==> config.mk <==
export PLATFORM = sky130hd
export DESIGN_NAME = heatseal_monitor_alarm
export DESIGN_NICKNAME = d
export VERILOG_FILES = /design/src/pkg/monitor_pkg.sv /design/src/hdl/heatseal_monitor_alarm.sv
export SDC_FILE = /design/constraint.sdc
export NUM_CORES = 1
export LEC_CHECK = 0
export BUFFER_PORTS_ARGS = -buffer_cell sky130_fd_sc_hd__buf_2
export CAP_MARGIN = 15
export CORE_MARGIN = 5
export CORE_UTILIZATION = 30
export CTS_CLUSTER_DIAMETER = 40
export DETAILED_ROUTE_END_ITERATION = 10
export HOLD_SLACK_MARGIN = 0.06
export SYNTH_ARGS = -nofsm -noshare
export SYNTH_HDL_FRONTEND = slang
export SYNTH_SLANG_ARGS = --single-unit
==> constraint.sdc <==
create_clock -name ref_clk -period 15.2 [get_ports ref_clk]
set_input_delay 3.04 -clock ref_clk [delete_from_list [all_inputs] [get_ports ref_clk]]
set_output_delay 3.04 -clock ref_clk [all_outputs]
set_load 0.03 [all_outputs]
==> src/pkg/monitor_pkg.sv <==
// Constants and carrier types for the heatseal supervision and alarm block
package monitor_pkg;
  // Clock and tick base
  localparam int unsigned CLK_HZ = 10000000;
  localparam int unsigned TICK_MS = 100;
  localparam int unsigned TICK_CYCLES = CLK_HZ / 1000 * TICK_MS;
  localparam int unsigned FAST_HALF_MS = 125;
  localparam int unsigned SLOW_HALF_MS = 500;
  localparam int unsigned FAST_HALF_CYCLES = CLK_HZ / 1000 * FAST_HALF_MS;
  localparam int unsigned SLOW_HALF_CYCLES = CLK_HZ / 1000 * SLOW_HALF_MS;
  // Durations in ticks of 0.1 s
  localparam int unsigned HOLD_EXT_MS = 2000;
  localparam int unsigned COMP_WINDOW_MS = 2000;
  localparam int unsigned COMP_RUN_MS = 2000;
  localparam logic [7:0] HOLD_EXT_TICKS = 8'(HOLD_EXT_MS / TICK_MS);
  localparam logic [7:0] COMP_WINDOW_TICKS = 8'(COMP_WINDOW_MS / TICK_MS);
  localparam logic [7:0] COMP_RUN_TICKS = 8'(COMP_RUN_MS / TICK_MS);
  localparam logic [7:0] HEAT_BLINK_TICKS = 8'h02;
  // Measuring pulse, in microseconds
  localparam int unsigned MEAS_PULSE_US = 1700;
  localparam logic [15:0] MEAS_PULSE_CYCLES_RST = 16'(CLK_HZ / 1000000 * MEAS_PULSE_US);
  localparam int unsigned MEAS_PERIOD_MS = 20;
  localparam int unsigned MEAS_PERIOD_CYCLES = CLK_HZ / 1000 * MEAS_PERIOD_MS;
  // Register offsets
  localparam logic [3:0] REG_CTRL = 4'h0;
  localparam logic [3:0] REG_BAND = 4'h1;
  localparam logic [3:0] REG_DIAG_DELAY = 4'h2;
  localparam logic [3:0] REG_HEAT_TIMEOUT = 4'h3;
  localparam logic [3:0] REG_MEAS_PULSE = 4'h4;
  localparam logic [3:0] REG_STATUS = 4'h5;
  localparam logic [3:0] REG_DISPLAY = 4'h6;
  // Control register fields
  localparam int unsigned CTRL_HOLD_LSB = 0;
  localparam int unsigned CTRL_COMP_EN = 2;
  localparam int unsigned CTRL_DIAG_EN = 3;
  localparam int unsigned CTRL_HEATUP_EN = 4;
  localparam int unsigned CTRL_RELAY_INV = 5;
  localparam logic [5:0] CTRL_RST = 6'h00;
  // Band defaults in kelvin
  localparam logic [7:0] BAND_LOWER_RST = 8'h0a;
  localparam logic [7:0] BAND_UPPER_RST = 8'h0a;
  localparam logic [6:0] DIAG_DELAY_MAX = 7'h63;
  localparam logic [15:0] HEAT_TIMEOUT_RST = 16'h0032;
  // Error codes
  localparam logic [9:0] ERR_NONE = 10'h000;
  localparam logic [9:0] ERR_HEATUP = 10'd304;
  localparam logic [9:0] ERR_LOW = 10'd307;
  localparam logic [9:0] ERR_HIGH = 10'd308;
  localparam logic [9:0] ERR_NOARM_LOW = 10'd309;
  localparam logic [9:0] ERR_NOARM_HIGH = 10'd310;

  typedef enum logic [1:0] {
    HOLD_OFF = 2'h0,
    HOLD_ON = 2'h1,
    EXTENDED_HOLD = 2'h2
  } hold_setting_t;

  typedef enum logic [1:0] {
    LAMP_OFF = 2'h0,
    LAMP_FAST = 2'h1,
    LAMP_SLOW = 2'h2,
    LAMP_STEADY = 2'h3
  } lamp_class_t;

  typedef enum logic [3:0] {
    COMP_IDLE = 4'b0001,
    COMP_WINDOW = 4'b0010,
    COMP_RUN = 4'b0100,
    COMP_HOME = 4'b1000
  } comp_state_t;

  typedef struct packed {
    logic [9:0] code;
    logic comp_window_prompt;
    logic [2:0] dots;
    logic [9:0] temp;
  } display_t;

  typedef struct packed {
    logic [3:0] addr;
    logic [15:0] wdata;
    logic wr;
    logic rd;
  } reg_req_t;
endpackage

==> src/hdl/heatseal_monitor_alarm.sv <==
// Supervision, hold display, phase compensation and alarm indication logic
// Contract
// - Extended hold shows end-of-phase temperature two more seconds, then real time.
// - Hold affects display only; analog output tracks real-time temperature.
// - Measuring pulse length configurable, default 1.7 ms, via diagnostic registers.
// - After good zero calibration, 2.0 s prompt window; enter starts compensation.
// - Window expiry without enter returns display home, skips compensation.
// - Compensation runs about 2.0 s with prompt and dots lighting in turn.
// - During compensation heating lamp blinks, analog output forced to bottom.
// - Compensation gated by enable bit, reset disabled; disabled means no window.
// - Diagnosis band around setpoint, lower and upper offsets default 10 K.
// - Diagnosis arms when start asserts with temperature inside band.
// - Armed and temperature leaves band: error 307 or 308, alarm relay.
// - Not armed when start deasserts: error 309 or 310, alarm relay.
// - Delay 0..9.9 s postpones arming after first lower-limit crossing.
// - Heatup timer runs from start until temperature reaches 95% setpoint.
// - Heatup time over configured timeout flags error 304 and relay.
// - Active fault's numeric code shown on terminal display.
// - Lamp blinks 1 Hz for configuration faults 111-114.
// - Lamp steady for startup-blocking faults incl. 307-310, 801, 9xx.
// - Start during a blinking fault turns the lamp steady.
// - Alarm clears only by reset key, effective on key release, or power cycle.
// - Relay off for blink classes, on with start or steady class; option inverts.
module heatseal_monitor_alarm #(
  parameter int unsigned TEMP_W = 10,
  parameter int unsigned TICK_LEN = monitor_pkg::TICK_CYCLES
) (
  input wire logic ref_clk,
  input wire logic rst_n,
  input wire logic start_pin,
  input wire logic enter_key,
  input wire logic reset_key,
  input wire logic [TEMP_W-1:0] actual_temp,
  input wire logic [TEMP_W-1:0] set_temp,
  input wire logic phase_end,
  input wire logic zero_calibration_ok,
  input wire logic [9:0] ext_fault_code,
  input wire logic ext_fault_valid,
  input wire monitor_pkg::reg_req_t req,
  output logic [15:0] rdata,
  output monitor_pkg::display_t display,
  output logic [TEMP_W-1:0] analog_out,
  output logic meas_pulse,
  output logic heat_lamp,
  output logic alarm_lamp,
  output logic alarm_relay
);
  if (TEMP_W < 8 || TEMP_W > 10) $error("TEMP_W must be 8..10");
  if (TICK_LEN < 2) $error("TICK_LEN too small");

  // Two-stage synchronisers for pins
  logic [2:0] sync1;
  logic [2:0] sync2;
  always_ff @(posedge ref_clk) begin
    if (!rst_n) begin
      sync1 <= 3'h0;
      sync2 <= 3'h0;
    end else begin
      sync1 <= {reset_key, enter_key, start_pin};
      sync2 <= sync1;
    end
  end
  logic start;
  logic enter;
  logic rkey;
  assign start = sync2[0];
  assign enter = sync2[1];
  assign rkey = sync2[2];
  logic start_d;
  logic enter_d;
  logic rkey_d;
  always_ff @(posedge ref_clk) begin
    if (!rst_n) begin
      start_d <= 1'b0;
      enter_d <= 1'b0;
      rkey_d <= 1'b0;
    end else begin
      start_d <= start;
      enter_d <= enter;
      rkey_d <= rkey;
    end
  end
  logic start_rise;
  logic start_fall;
  logic enter_press;
  logic rkey_release;
  assign start_rise = start && !start_d;
  assign start_fall = !start && start_d;
  assign enter_press = enter && !enter_d;
  assign rkey_release = !rkey && rkey_d;

  // Common 0.1 s tick
  logic [31:0] tick_cnt;
  logic tick;
  always_ff @(posedge ref_clk) begin
    if (!rst_n) begin
      tick_cnt <= 32'h0;
    end else if (tick_cnt == 32'(TICK_LEN - 1)) begin
      tick_cnt <= 32'h0;
    end else begin
      tick_cnt <= tick_cnt + 32'h1;
    end
  end
  assign tick = (tick_cnt == 32'(TICK_LEN - 1));

  // Configuration registers
  logic [5:0] ctrl;
  logic [7:0] band_lower;
  logic [7:0] band_upper;
  logic [6:0] diag_delay;
  logic [15:0] heat_timeout;
  logic [15:0] meas_len;
  always_ff @(posedge ref_clk) begin
    if (!rst_n) begin
      ctrl <= monitor_pkg::CTRL_RST;
      band_lower <= monitor_pkg::BAND_LOWER_RST;
      band_upper <= monitor_pkg::BAND_UPPER_RST;
      diag_delay <= 7'h00;
      heat_timeout <= monitor_pkg::HEAT_TIMEOUT_RST;
      meas_len <= monitor_pkg::MEAS_PULSE_CYCLES_RST;
    end else if (req.wr) begin
      unique case (req.addr)
        monitor_pkg::REG_CTRL: ctrl <= req.wdata[5:0];
        monitor_pkg::REG_BAND: begin
          band_lower <= req.wdata[7:0];
          band_upper <= req.wdata[15:8];
        end
        monitor_pkg::REG_DIAG_DELAY: begin
          diag_delay <= (req.wdata > 16'(monitor_pkg::DIAG_DELAY_MAX)) ?
                        monitor_pkg::DIAG_DELAY_MAX : req.wdata[6:0];
        end
        monitor_pkg::REG_HEAT_TIMEOUT: heat_timeout <= req.wdata;
        monitor_pkg::REG_MEAS_PULSE: begin
          if (req.wdata != 16'h0) begin
            meas_len <= req.wdata;
          end
        end
        default: ;
      endcase
    end
  end
  monitor_pkg::hold_setting_t hold_setting;
  assign hold_setting = monitor_pkg::hold_setting_t'(ctrl[monitor_pkg::CTRL_HOLD_LSB +: 2]);

  // Measuring pulse generator
  logic [31:0] meas_cnt;
  always_ff @(posedge ref_clk) begin
    if (!rst_n) begin
      meas_cnt <= 32'h0;
      meas_pulse <= 1'b0;
    end else begin
      meas_cnt <= (meas_cnt == 32'(monitor_pkg::MEAS_PERIOD_CYCLES - 1)) ? 32'h0 :
                  meas_cnt + 32'h1;
      meas_pulse <= (meas_cnt < 32'(meas_len));
    end
  end

  // Hold display
  logic [TEMP_W-1:0] held_temp;
  logic held_valid;
  logic [7:0] hold_cnt;
  always_ff @(posedge ref_clk) begin
    if (!rst_n) begin
      held_temp <= '0;
      held_valid <= 1'b0;
      hold_cnt <= 8'h0;
    end else if (phase_end) begin
      held_temp <= actual_temp;
      held_valid <= 1'b1;
      hold_cnt <= monitor_pkg::HOLD_EXT_TICKS;
    end else if (tick && hold_cnt != 8'h0) begin
      hold_cnt <= hold_cnt - 8'h1;
    end
  end
  logic [TEMP_W-1:0] shown_temp;
  always_comb begin
    shown_temp = actual_temp;
    if (hold_setting == monitor_pkg::HOLD_ON && held_valid) begin
      shown_temp = held_temp;
    end else if (hold_setting == monitor_pkg::EXTENDED_HOLD && hold_cnt != 8'h0) begin
      shown_temp = held_temp;
    end
  end

  // Phase compensation sequence
  monitor_pkg::comp_state_t comp_state;
  logic [7:0] comp_cnt;
  always_ff @(posedge ref_clk) begin
    if (!rst_n) begin
      comp_state <= monitor_pkg::COMP_IDLE;
      comp_cnt <= 8'h0;
    end else begin
      unique case (comp_state)
        monitor_pkg::COMP_IDLE: begin
          if (zero_calibration_ok && ctrl[monitor_pkg::CTRL_COMP_EN]) begin
            comp_state <= monitor_pkg::COMP_WINDOW;
            comp_cnt <= monitor_pkg::COMP_WINDOW_TICKS;
          end
        end
        monitor_pkg::COMP_WINDOW: begin
          if (enter_press) begin
            comp_state <= monitor_pkg::COMP_RUN;
            comp_cnt <= monitor_pkg::COMP_RUN_TICKS;
          end else if (comp_cnt == 8'h0) begin
            comp_state <= monitor_pkg::COMP_HOME;
          end else if (tick) begin
            comp_cnt <= comp_cnt - 8'h1;
          end
        end
        monitor_pkg::COMP_RUN: begin
          if (comp_cnt == 8'h0) begin
            comp_state <= monitor_pkg::COMP_HOME;
          end else if (tick) begin
            comp_cnt <= comp_cnt - 8'h1;
          end
        end
        monitor_pkg::COMP_HOME: comp_state <= monitor_pkg::COMP_IDLE;
        default: comp_state <= monitor_pkg::COMP_IDLE;
      endcase
    end
  end
  logic comp_running;
  assign comp_running = (comp_state == monitor_pkg::COMP_RUN);
  logic [2:0] run_dots;
  always_comb begin
    if (comp_cnt > 8'(2 * monitor_pkg::COMP_RUN_TICKS / 3)) begin
      run_dots = 3'b001;
    end else if (comp_cnt > 8'(monitor_pkg::COMP_RUN_TICKS / 3)) begin
      run_dots = 3'b011;
    end else begin
      run_dots = 3'b111;
    end
  end

  // Temperature diagnosis
  logic [TEMP_W+1:0] lo_lim;
  logic [TEMP_W+1:0] hi_lim;
  logic [TEMP_W+1:0] act_x;
  assign act_x = {2'b00, actual_temp};
  assign lo_lim = {2'b00, set_temp} - {{(TEMP_W - 6){1'b0}}, band_lower};
  assign hi_lim = {2'b00, set_temp} + {{(TEMP_W - 6){1'b0}}, band_upper};
  logic below;
  logic above;
  assign below = lo_lim[TEMP_W+1] ? 1'b0 : (act_x < lo_lim);
  assign above = act_x > hi_lim;
  logic in_band;
  assign in_band = !below && !above;
  logic armed;
  logic delay_run;
  logic lower_seen;
  logic [6:0] delay_cnt;
  logic [9:0] diag_err;
  always_ff @(posedge ref_clk) begin
    if (!rst_n) begin
      armed <= 1'b0;
      delay_run <= 1'b0;
      lower_seen <= 1'b0;
      delay_cnt <= 7'h0;
      diag_err <= monitor_pkg::ERR_NONE;
    end else if (!ctrl[monitor_pkg::CTRL_DIAG_EN] || (rkey_release)) begin
      armed <= 1'b0;
      delay_run <= 1'b0;
      lower_seen <= 1'b0;
      if (rkey_release) diag_err <= monitor_pkg::ERR_NONE;
    end else begin
      if (start_rise) begin
        lower_seen <= 1'b0;
        armed <= in_band && (diag_delay == 7'h0);
        delay_run <= in_band && (diag_delay != 7'h0);
        delay_cnt <= diag_delay;
      end else if (start && !armed && !delay_run && in_band) begin
        if (!lower_seen && diag_delay != 7'h0) begin
          lower_seen <= 1'b1;
          delay_run <= 1'b1;
          delay_cnt <= diag_delay;
        end else begin
          armed <= 1'b1;
        end
      end else if (delay_run) begin
        if (delay_cnt == 7'h0) begin
          delay_run <= 1'b0;
          armed <= in_band;
        end else if (tick) begin
          delay_cnt <= delay_cnt - 7'h1;
        end
      end
      if (armed && start && !in_band && diag_err == monitor_pkg::ERR_NONE) begin
        diag_err <= below ? monitor_pkg::ERR_LOW : monitor_pkg::ERR_HIGH;
      end
      if (start_fall) begin
        armed <= 1'b0;
        delay_run <= 1'b0;
        if (!armed && diag_err == monitor_pkg::ERR_NONE) begin
          diag_err <= below ? monitor_pkg::ERR_NOARM_LOW : monitor_pkg::ERR_NOARM_HIGH;
        end
      end
    end
  end

  // Heatup timeout
  logic [15:0] heat_cnt;
  logic heat_run;
  logic heat_err;
  logic reached;
  assign reached = (32'(actual_temp) * 32'd100) >= (32'(set_temp) * 32'd95);
  always_ff @(posedge ref_clk) begin
    if (!rst_n) begin
      heat_cnt <= 16'h0;
      heat_run <= 1'b0;
      heat_err <= 1'b0;
    end else if (rkey_release) begin
      heat_run <= 1'b0;
      heat_err <= 1'b0;
    end else begin
      if (start_rise && ctrl[monitor_pkg::CTRL_HEATUP_EN]) begin
        heat_run <= 1'b1;
        heat_cnt <= 16'h0;
      end else if (heat_run) begin
        if (reached || !start) begin
          heat_run <= 1'b0;
        end else if (heat_cnt > heat_timeout) begin
          heat_err <= 1'b1;
          heat_run <= 1'b0;
        end else if (tick) begin
          heat_cnt <= heat_cnt + 16'h1;
        end
      end
    end
  end

  // Fault collection, latched until reset key release
  logic [9:0] ext_code;
  always_ff @(posedge ref_clk) begin
    if (!rst_n) begin
      ext_code <= monitor_pkg::ERR_NONE;
    end else if (ext_fault_valid) begin
      ext_code <= ext_fault_code;
    end else if (rkey_release) begin
      ext_code <= monitor_pkg::ERR_NONE;
    end
  end

  function automatic monitor_pkg::lamp_class_t classify(input logic [9:0] c);
    if ((c >= 10'd101 && c <= 10'd103) || c == 10'd107 || c == 10'd108 ||
        (c >= 10'd201 && c <= 10'd203) || (c >= 10'd307 && c <= 10'd310) ||
        c == 10'd801 || (c >= 10'd900 && c <= 10'd999)) begin
      return monitor_pkg::LAMP_STEADY;
    end else if (c >= 10'd111 && c <= 10'd114) begin
      return monitor_pkg::LAMP_SLOW;
    end else if ((c >= 10'd104 && c <= 10'd106) || c == 10'd211 || c == 10'd302 ||
                 c == 10'd303) begin
      return monitor_pkg::LAMP_FAST;
    end else begin
      return monitor_pkg::LAMP_OFF;
    end
  endfunction

  monitor_pkg::lamp_class_t cls_ext;
  monitor_pkg::lamp_class_t cls_diag;
  monitor_pkg::lamp_class_t worst;
  logic [9:0] active_code;
  assign cls_ext = classify(ext_code);
  assign cls_diag = classify(diag_err);
  always_comb begin
    worst = (cls_ext > cls_diag) ? cls_ext : cls_diag;
    if (heat_err && worst == monitor_pkg::LAMP_OFF) begin
      worst = monitor_pkg::LAMP_STEADY;
    end
    if (cls_diag == worst && diag_err != monitor_pkg::ERR_NONE) begin
      active_code = diag_err;
    end else if (ext_code != monitor_pkg::ERR_NONE) begin
      active_code = ext_code;
    end else if (heat_err) begin
      active_code = monitor_pkg::ERR_HEATUP;
    end else begin
      active_code = monitor_pkg::ERR_NONE;
    end
  end

  // Blink generators
  logic [31:0] fast_cnt;
  logic [31:0] slow_cnt;
  logic fast_ph;
  logic slow_ph;
  always_ff @(posedge ref_clk) begin
    if (!rst_n) begin
      fast_cnt <= 32'h0;
      slow_cnt <= 32'h0;
      fast_ph <= 1'b0;
      slow_ph <= 1'b0;
    end else begin
      fast_cnt <= (fast_cnt == 32'(monitor_pkg::FAST_HALF_CYCLES - 1)) ? 32'h0 :
                  fast_cnt + 32'h1;
      slow_cnt <= (slow_cnt == 32'(monitor_pkg::SLOW_HALF_CYCLES - 1)) ? 32'h0 :
                  slow_cnt + 32'h1;
      if (fast_cnt == 32'(monitor_pkg::FAST_HALF_CYCLES - 1)) fast_ph <= !fast_ph;
      if (slow_cnt == 32'(monitor_pkg::SLOW_HALF_CYCLES - 1)) slow_ph <= !slow_ph;
    end
  end

  // Registered outputs
  logic relay_raw;
  always_comb begin
    unique case (worst)
      monitor_pkg::LAMP_STEADY: relay_raw = 1'b1;
      monitor_pkg::LAMP_SLOW, monitor_pkg::LAMP_FAST: relay_raw = start;
      default: relay_raw = 1'b0;
    endcase
  end
  always_ff @(posedge ref_clk) begin
    if (!rst_n) begin
      alarm_lamp <= 1'b0;
      alarm_relay <= 1'b0;
    end else begin
      unique case (worst)
        monitor_pkg::LAMP_STEADY: alarm_lamp <= 1'b1;
        monitor_pkg::LAMP_SLOW: alarm_lamp <= start | slow_ph;
        monitor_pkg::LAMP_FAST: alarm_lamp <= start | fast_ph;
        default: alarm_lamp <= 1'b0;
      endcase
      alarm_relay <= relay_raw ^ ctrl[monitor_pkg::CTRL_RELAY_INV];
    end
  end
  always_ff @(posedge ref_clk) begin
    if (!rst_n) begin
      analog_out <= '0;
      heat_lamp <= 1'b0;
      display <= '0;
    end else begin
      analog_out <= comp_running ? '0 : actual_temp;
      heat_lamp <= comp_running && comp_cnt[1];
      display.code <= active_code;
      display.comp_window_prompt <= (comp_state == monitor_pkg::COMP_WINDOW) || comp_running;
      display.dots <= (comp_state == monitor_pkg::COMP_WINDOW) ? 3'b111 :
                      comp_running ? run_dots : 3'b000;
      display.temp <= 10'(shown_temp);
    end
  end

  // Register read port
  always_ff @(posedge ref_clk) begin
    if (!rst_n) begin
      rdata <= 16'h0;
    end else if (req.rd) begin
      unique case (req.addr)
        monitor_pkg::REG_CTRL: rdata <= {10'h0, ctrl};
        monitor_pkg::REG_BAND: rdata <= {band_upper, band_lower};
        monitor_pkg::REG_DIAG_DELAY: rdata <= {9'h0, diag_delay};
        monitor_pkg::REG_HEAT_TIMEOUT: rdata <= heat_timeout;
        monitor_pkg::REG_MEAS_PULSE: rdata <= meas_len;
        monitor_pkg::REG_STATUS: rdata <= {armed, heat_err, worst, comp_state, active_code[7:0]};
        monitor_pkg::REG_DISPLAY: rdata <= {6'h0, active_code};
        default: rdata <= 16'h0;
      endcase
    end else begin
      rdata <= 16'h0;
    end
  end
endmodule

==> impl_metrics.py <==
metrics = {
    "outcome": {
        "status": "finished, final reports clean",
    },
    "sta": {
        "fin_skew_ps": 38.7,
        "slew_viol_final": 0,
        "period_needed_ps": 8920,
        "worst_pin_slew_ps": 1110,
        "tns_ps": 0,
        "relSlewSlack_pct": 25.7,
        "hold_viol": 0,
        "max_freq_mhz": 112,
        "rsz0062_at_grt": "false",
        "fin_hold_ws_ps": 438,
        "layout_setup_ws_ps": 6280,
        "period_share_pct": 58.7,
        "setup_viol": 0,
    },
    "setup_path": {
        "endpoint_kind": "flop",
        "cp_slowest_stage_delay_ps": 600,
        "cp.required_ps": 15720,
        "path_max_fanout": 12,
        "start_kind": "input port",
        "crit_type": "input port to flop",
        "arrival_ps": 9440,
        "slowest_stage": "or4_1",
        "cp_common_cell": "inv_1",
    },
    "die": {
        "initial_core_util_pct": 30.4,
        "fp.dieH_um": 263,
        "die_area_mm2": 0.0691,
        "num_rows": 92,
        "die_w_um": 263,
        "coreArea_mm2": 0.0632,
        "pin_count": 114,
    },
    "synthesis": {
        "syn-num-nets": 2545,
        "yosysSeqAreaShare_pct": 34.7,
        "yosys-top-cells-area": "dfxtp_1 35%, ha_1 11%, nor2_1 5.7%, xor2_1 4.3%, nand2_1 3.9%",
        "syn_area_mm2": 0.0192,
        "yosys_warnings": 0,
        "synth_top_area_cell": "dfxtp_1",
        "synth.distinct_cells": 75,
        "netlist_instances": 2273,
        "synth-seq-cells": 333,
        "synth-main-ff-cell": "dfxtp_1",
        "postSynthAreaPerCell_um2": 8.45,
        "synth_edf_count": 0,
        "synth-async-reset-ratio_pct": 0,
        "netlist.area_leader.share_pct": 34.7,
    },
    "final_layout": {
        "fill_cells": 6460,
        "final_common_cell": "dfxtp_1",
        "multiInputGateArea_mm2": 0.0116,
        "most-common-layout-cells": "333 x dfxtp_1, 293 x nor2_1, 198 x nand2_1",
        "utilization_pct": 35.4,
        "final_cells": 3260,
        "seq_area_mm2": 0.00667,
        "syn2layout_area_growth_pct": 16.5,
        "finalInstanceArea_mm2": 0.0224,
        "drive_above_1_share_pct": 9.92,
        "layout.nets": 2643,
    },
    "job": {
        "max_cap_viol_count": 0,
    },
    "global_routing": {
        "grtUsageTotal_pct": 14.3,
        "grt_antenna_before_repair": 9,
        "grt_pass1_vias": 15100,
        "grt_pass1_wl_mm": 81.9,
        "grt_max_degree": 65,
        "overflow": 0,
    },
    "place": {
        "dpl-instance-area_mm2": 0.0206,
        "place_ws_ps": 5690,
        "gp_congestion": 0.873,
        "hpwl_mm": 38.3,
        "port_buffers": 113,
        "placed_cells": 3165,
    },
    "power": {
        "leakagePower_nw": 9.49,
        "ir_drop_v": 0.0000879,
        "total_power_mw": 2.66,
        "p_per_area_mw_per_mm2": 119,
    },
    "clock_tree": {
        "clockBufferDepth": 3,
        "cts_sinks": 333,
        "cts_resized": 0,
        "clock_latency_ps": 600,
        "clk_pin_slew_ps": 50,
        "htreeDepth": 2,
        "numCtsBuffers": 50,
        "cts_root_buffer": "clkbuf_16",
        "hold_buffers": 0,
        "cts_tree": "built",
        "post-cts-setup-buffers": 0,
    },
    "route": {
        "remaining_drc_errors": 0,
        "routedWlPerCell_um": 15.8,
        "vias_per_cell": 4.92,
        "ant_nets": 0,
        "num_vias": 16000,
        "drt_first_iter_violations": 1292,
        "drtPass1Iterations": 5,
        "wirelength_mm": 51.6,
    },
    "min_path": {
        "hold_path_class": "flop to flop",
    },
}
sequential cells by signal, summed over array words and instances (netlist names), 10 cells and up:
register and cells:
meas_cnt 32, diag_err 10, held_temp 10, ext_code 10, heat_timeout 16, fast_cnt 32, meas_len 16, display 24
analog_out 10, heat_cnt 16, slow_cnt 32, rdata 16, tick_cnt 32
area by class of cell:
class / count / share of cell area [%]
Antenna cell: 4 / 0.0448
Clock buffer: 59 / 6.07
Clock inverter: 32 / 1.74
Timing Repair Buffer: 123 / 2.87
Tap cell: 846 / 4.74
Sequential cell: 333 / 29.8
Inverter: 172 / 2.89
Multi-Input combinational cell: 1691 / 51.8
final timing paths:
kind	endpoint	slack (ps)	from	cells after the start
worst min register to register	sync2[0]	440	sync1[0]	1
worst min-delay path	sync2[0]	440	sync1[0]	1
worst max register to register	delay_cnt[0]	9450	band_lower[1]	21
worst max-delay path	heat_cnt[7]	6280	set_temp[2]	27
synthesized netlist by cell type (17+ instances only):
cell type and n:
nand4_1 35, nor4_1 30, mux2i_1 43, and3_1 44, inv_1 170, a21oi_1 144, xor2_1 95, a21o_1 23
nor2_1 293, nor3_1 37, o21ai_0 65, dfxtp_1 333, a22oi_1 22, nor2b_1 19, o22ai_1 17, o211ai_1 22
xnor2_1 56, ha_1 175, nand2b_1 18, fa_1 37, or3_1 31, nand3_1 75, and2_1 36, clkbuf_1 60
nand2_1 198
per-layer routing:
layer | vias up | GRT usage [%] | wire length (µm)
met5 | - | 0 | 41
met4 | 6 | 4.22 | 1350
met3 | 91 | 4.29 | 4220
met2 | 428 | 21.7 | 21700
met1 | 7389 | 19.8 | 24300
li1 | 8122 | - | -
critical path: cells and delay by family:
kind / cells / cell delay (ps)
fa+ha+maj: 6 / 2360
compound gates: 9 / 2020
simple gates: 5 / 1330
buf+inv: 6 / 540
xor+xnor: 1 / 120
where the power goes:
| group | leakage, nW | switching (mW) | internal (mW) | total [mW] |
|---|---|---|---|---|
| clock network | 0.859 | 0.459 | 0.722 | 1.18 |
| registers | 2.70 | 0.0125 | 0.887 | 0.900 |
| logic | 5.93 | 0.331 | 0.246 | 0.577 |
| total | 9.49 | 0.803 | 1.86 | 2.66 |
cell families (layout without fill, tap and decap cells):
kind of cell / Yosys count / count (layout) / synth area share, %
and+or+nand+nor: 884 / 884 / 22.4
AOI/OAI and AO/OA: 400 / 400 / 13.3
DFF: 333 / 333 / 34.7
buffers and inverters: 249 / 386 / 5.02
adders and majority gates: 212 / 212 / 15.3
xor gates and xnor gates: 151 / 151 / 6.89
muxes: 44 / 44 / 2.30
other: 0 / 4 / 0
(Power assumes the default switching activity.)
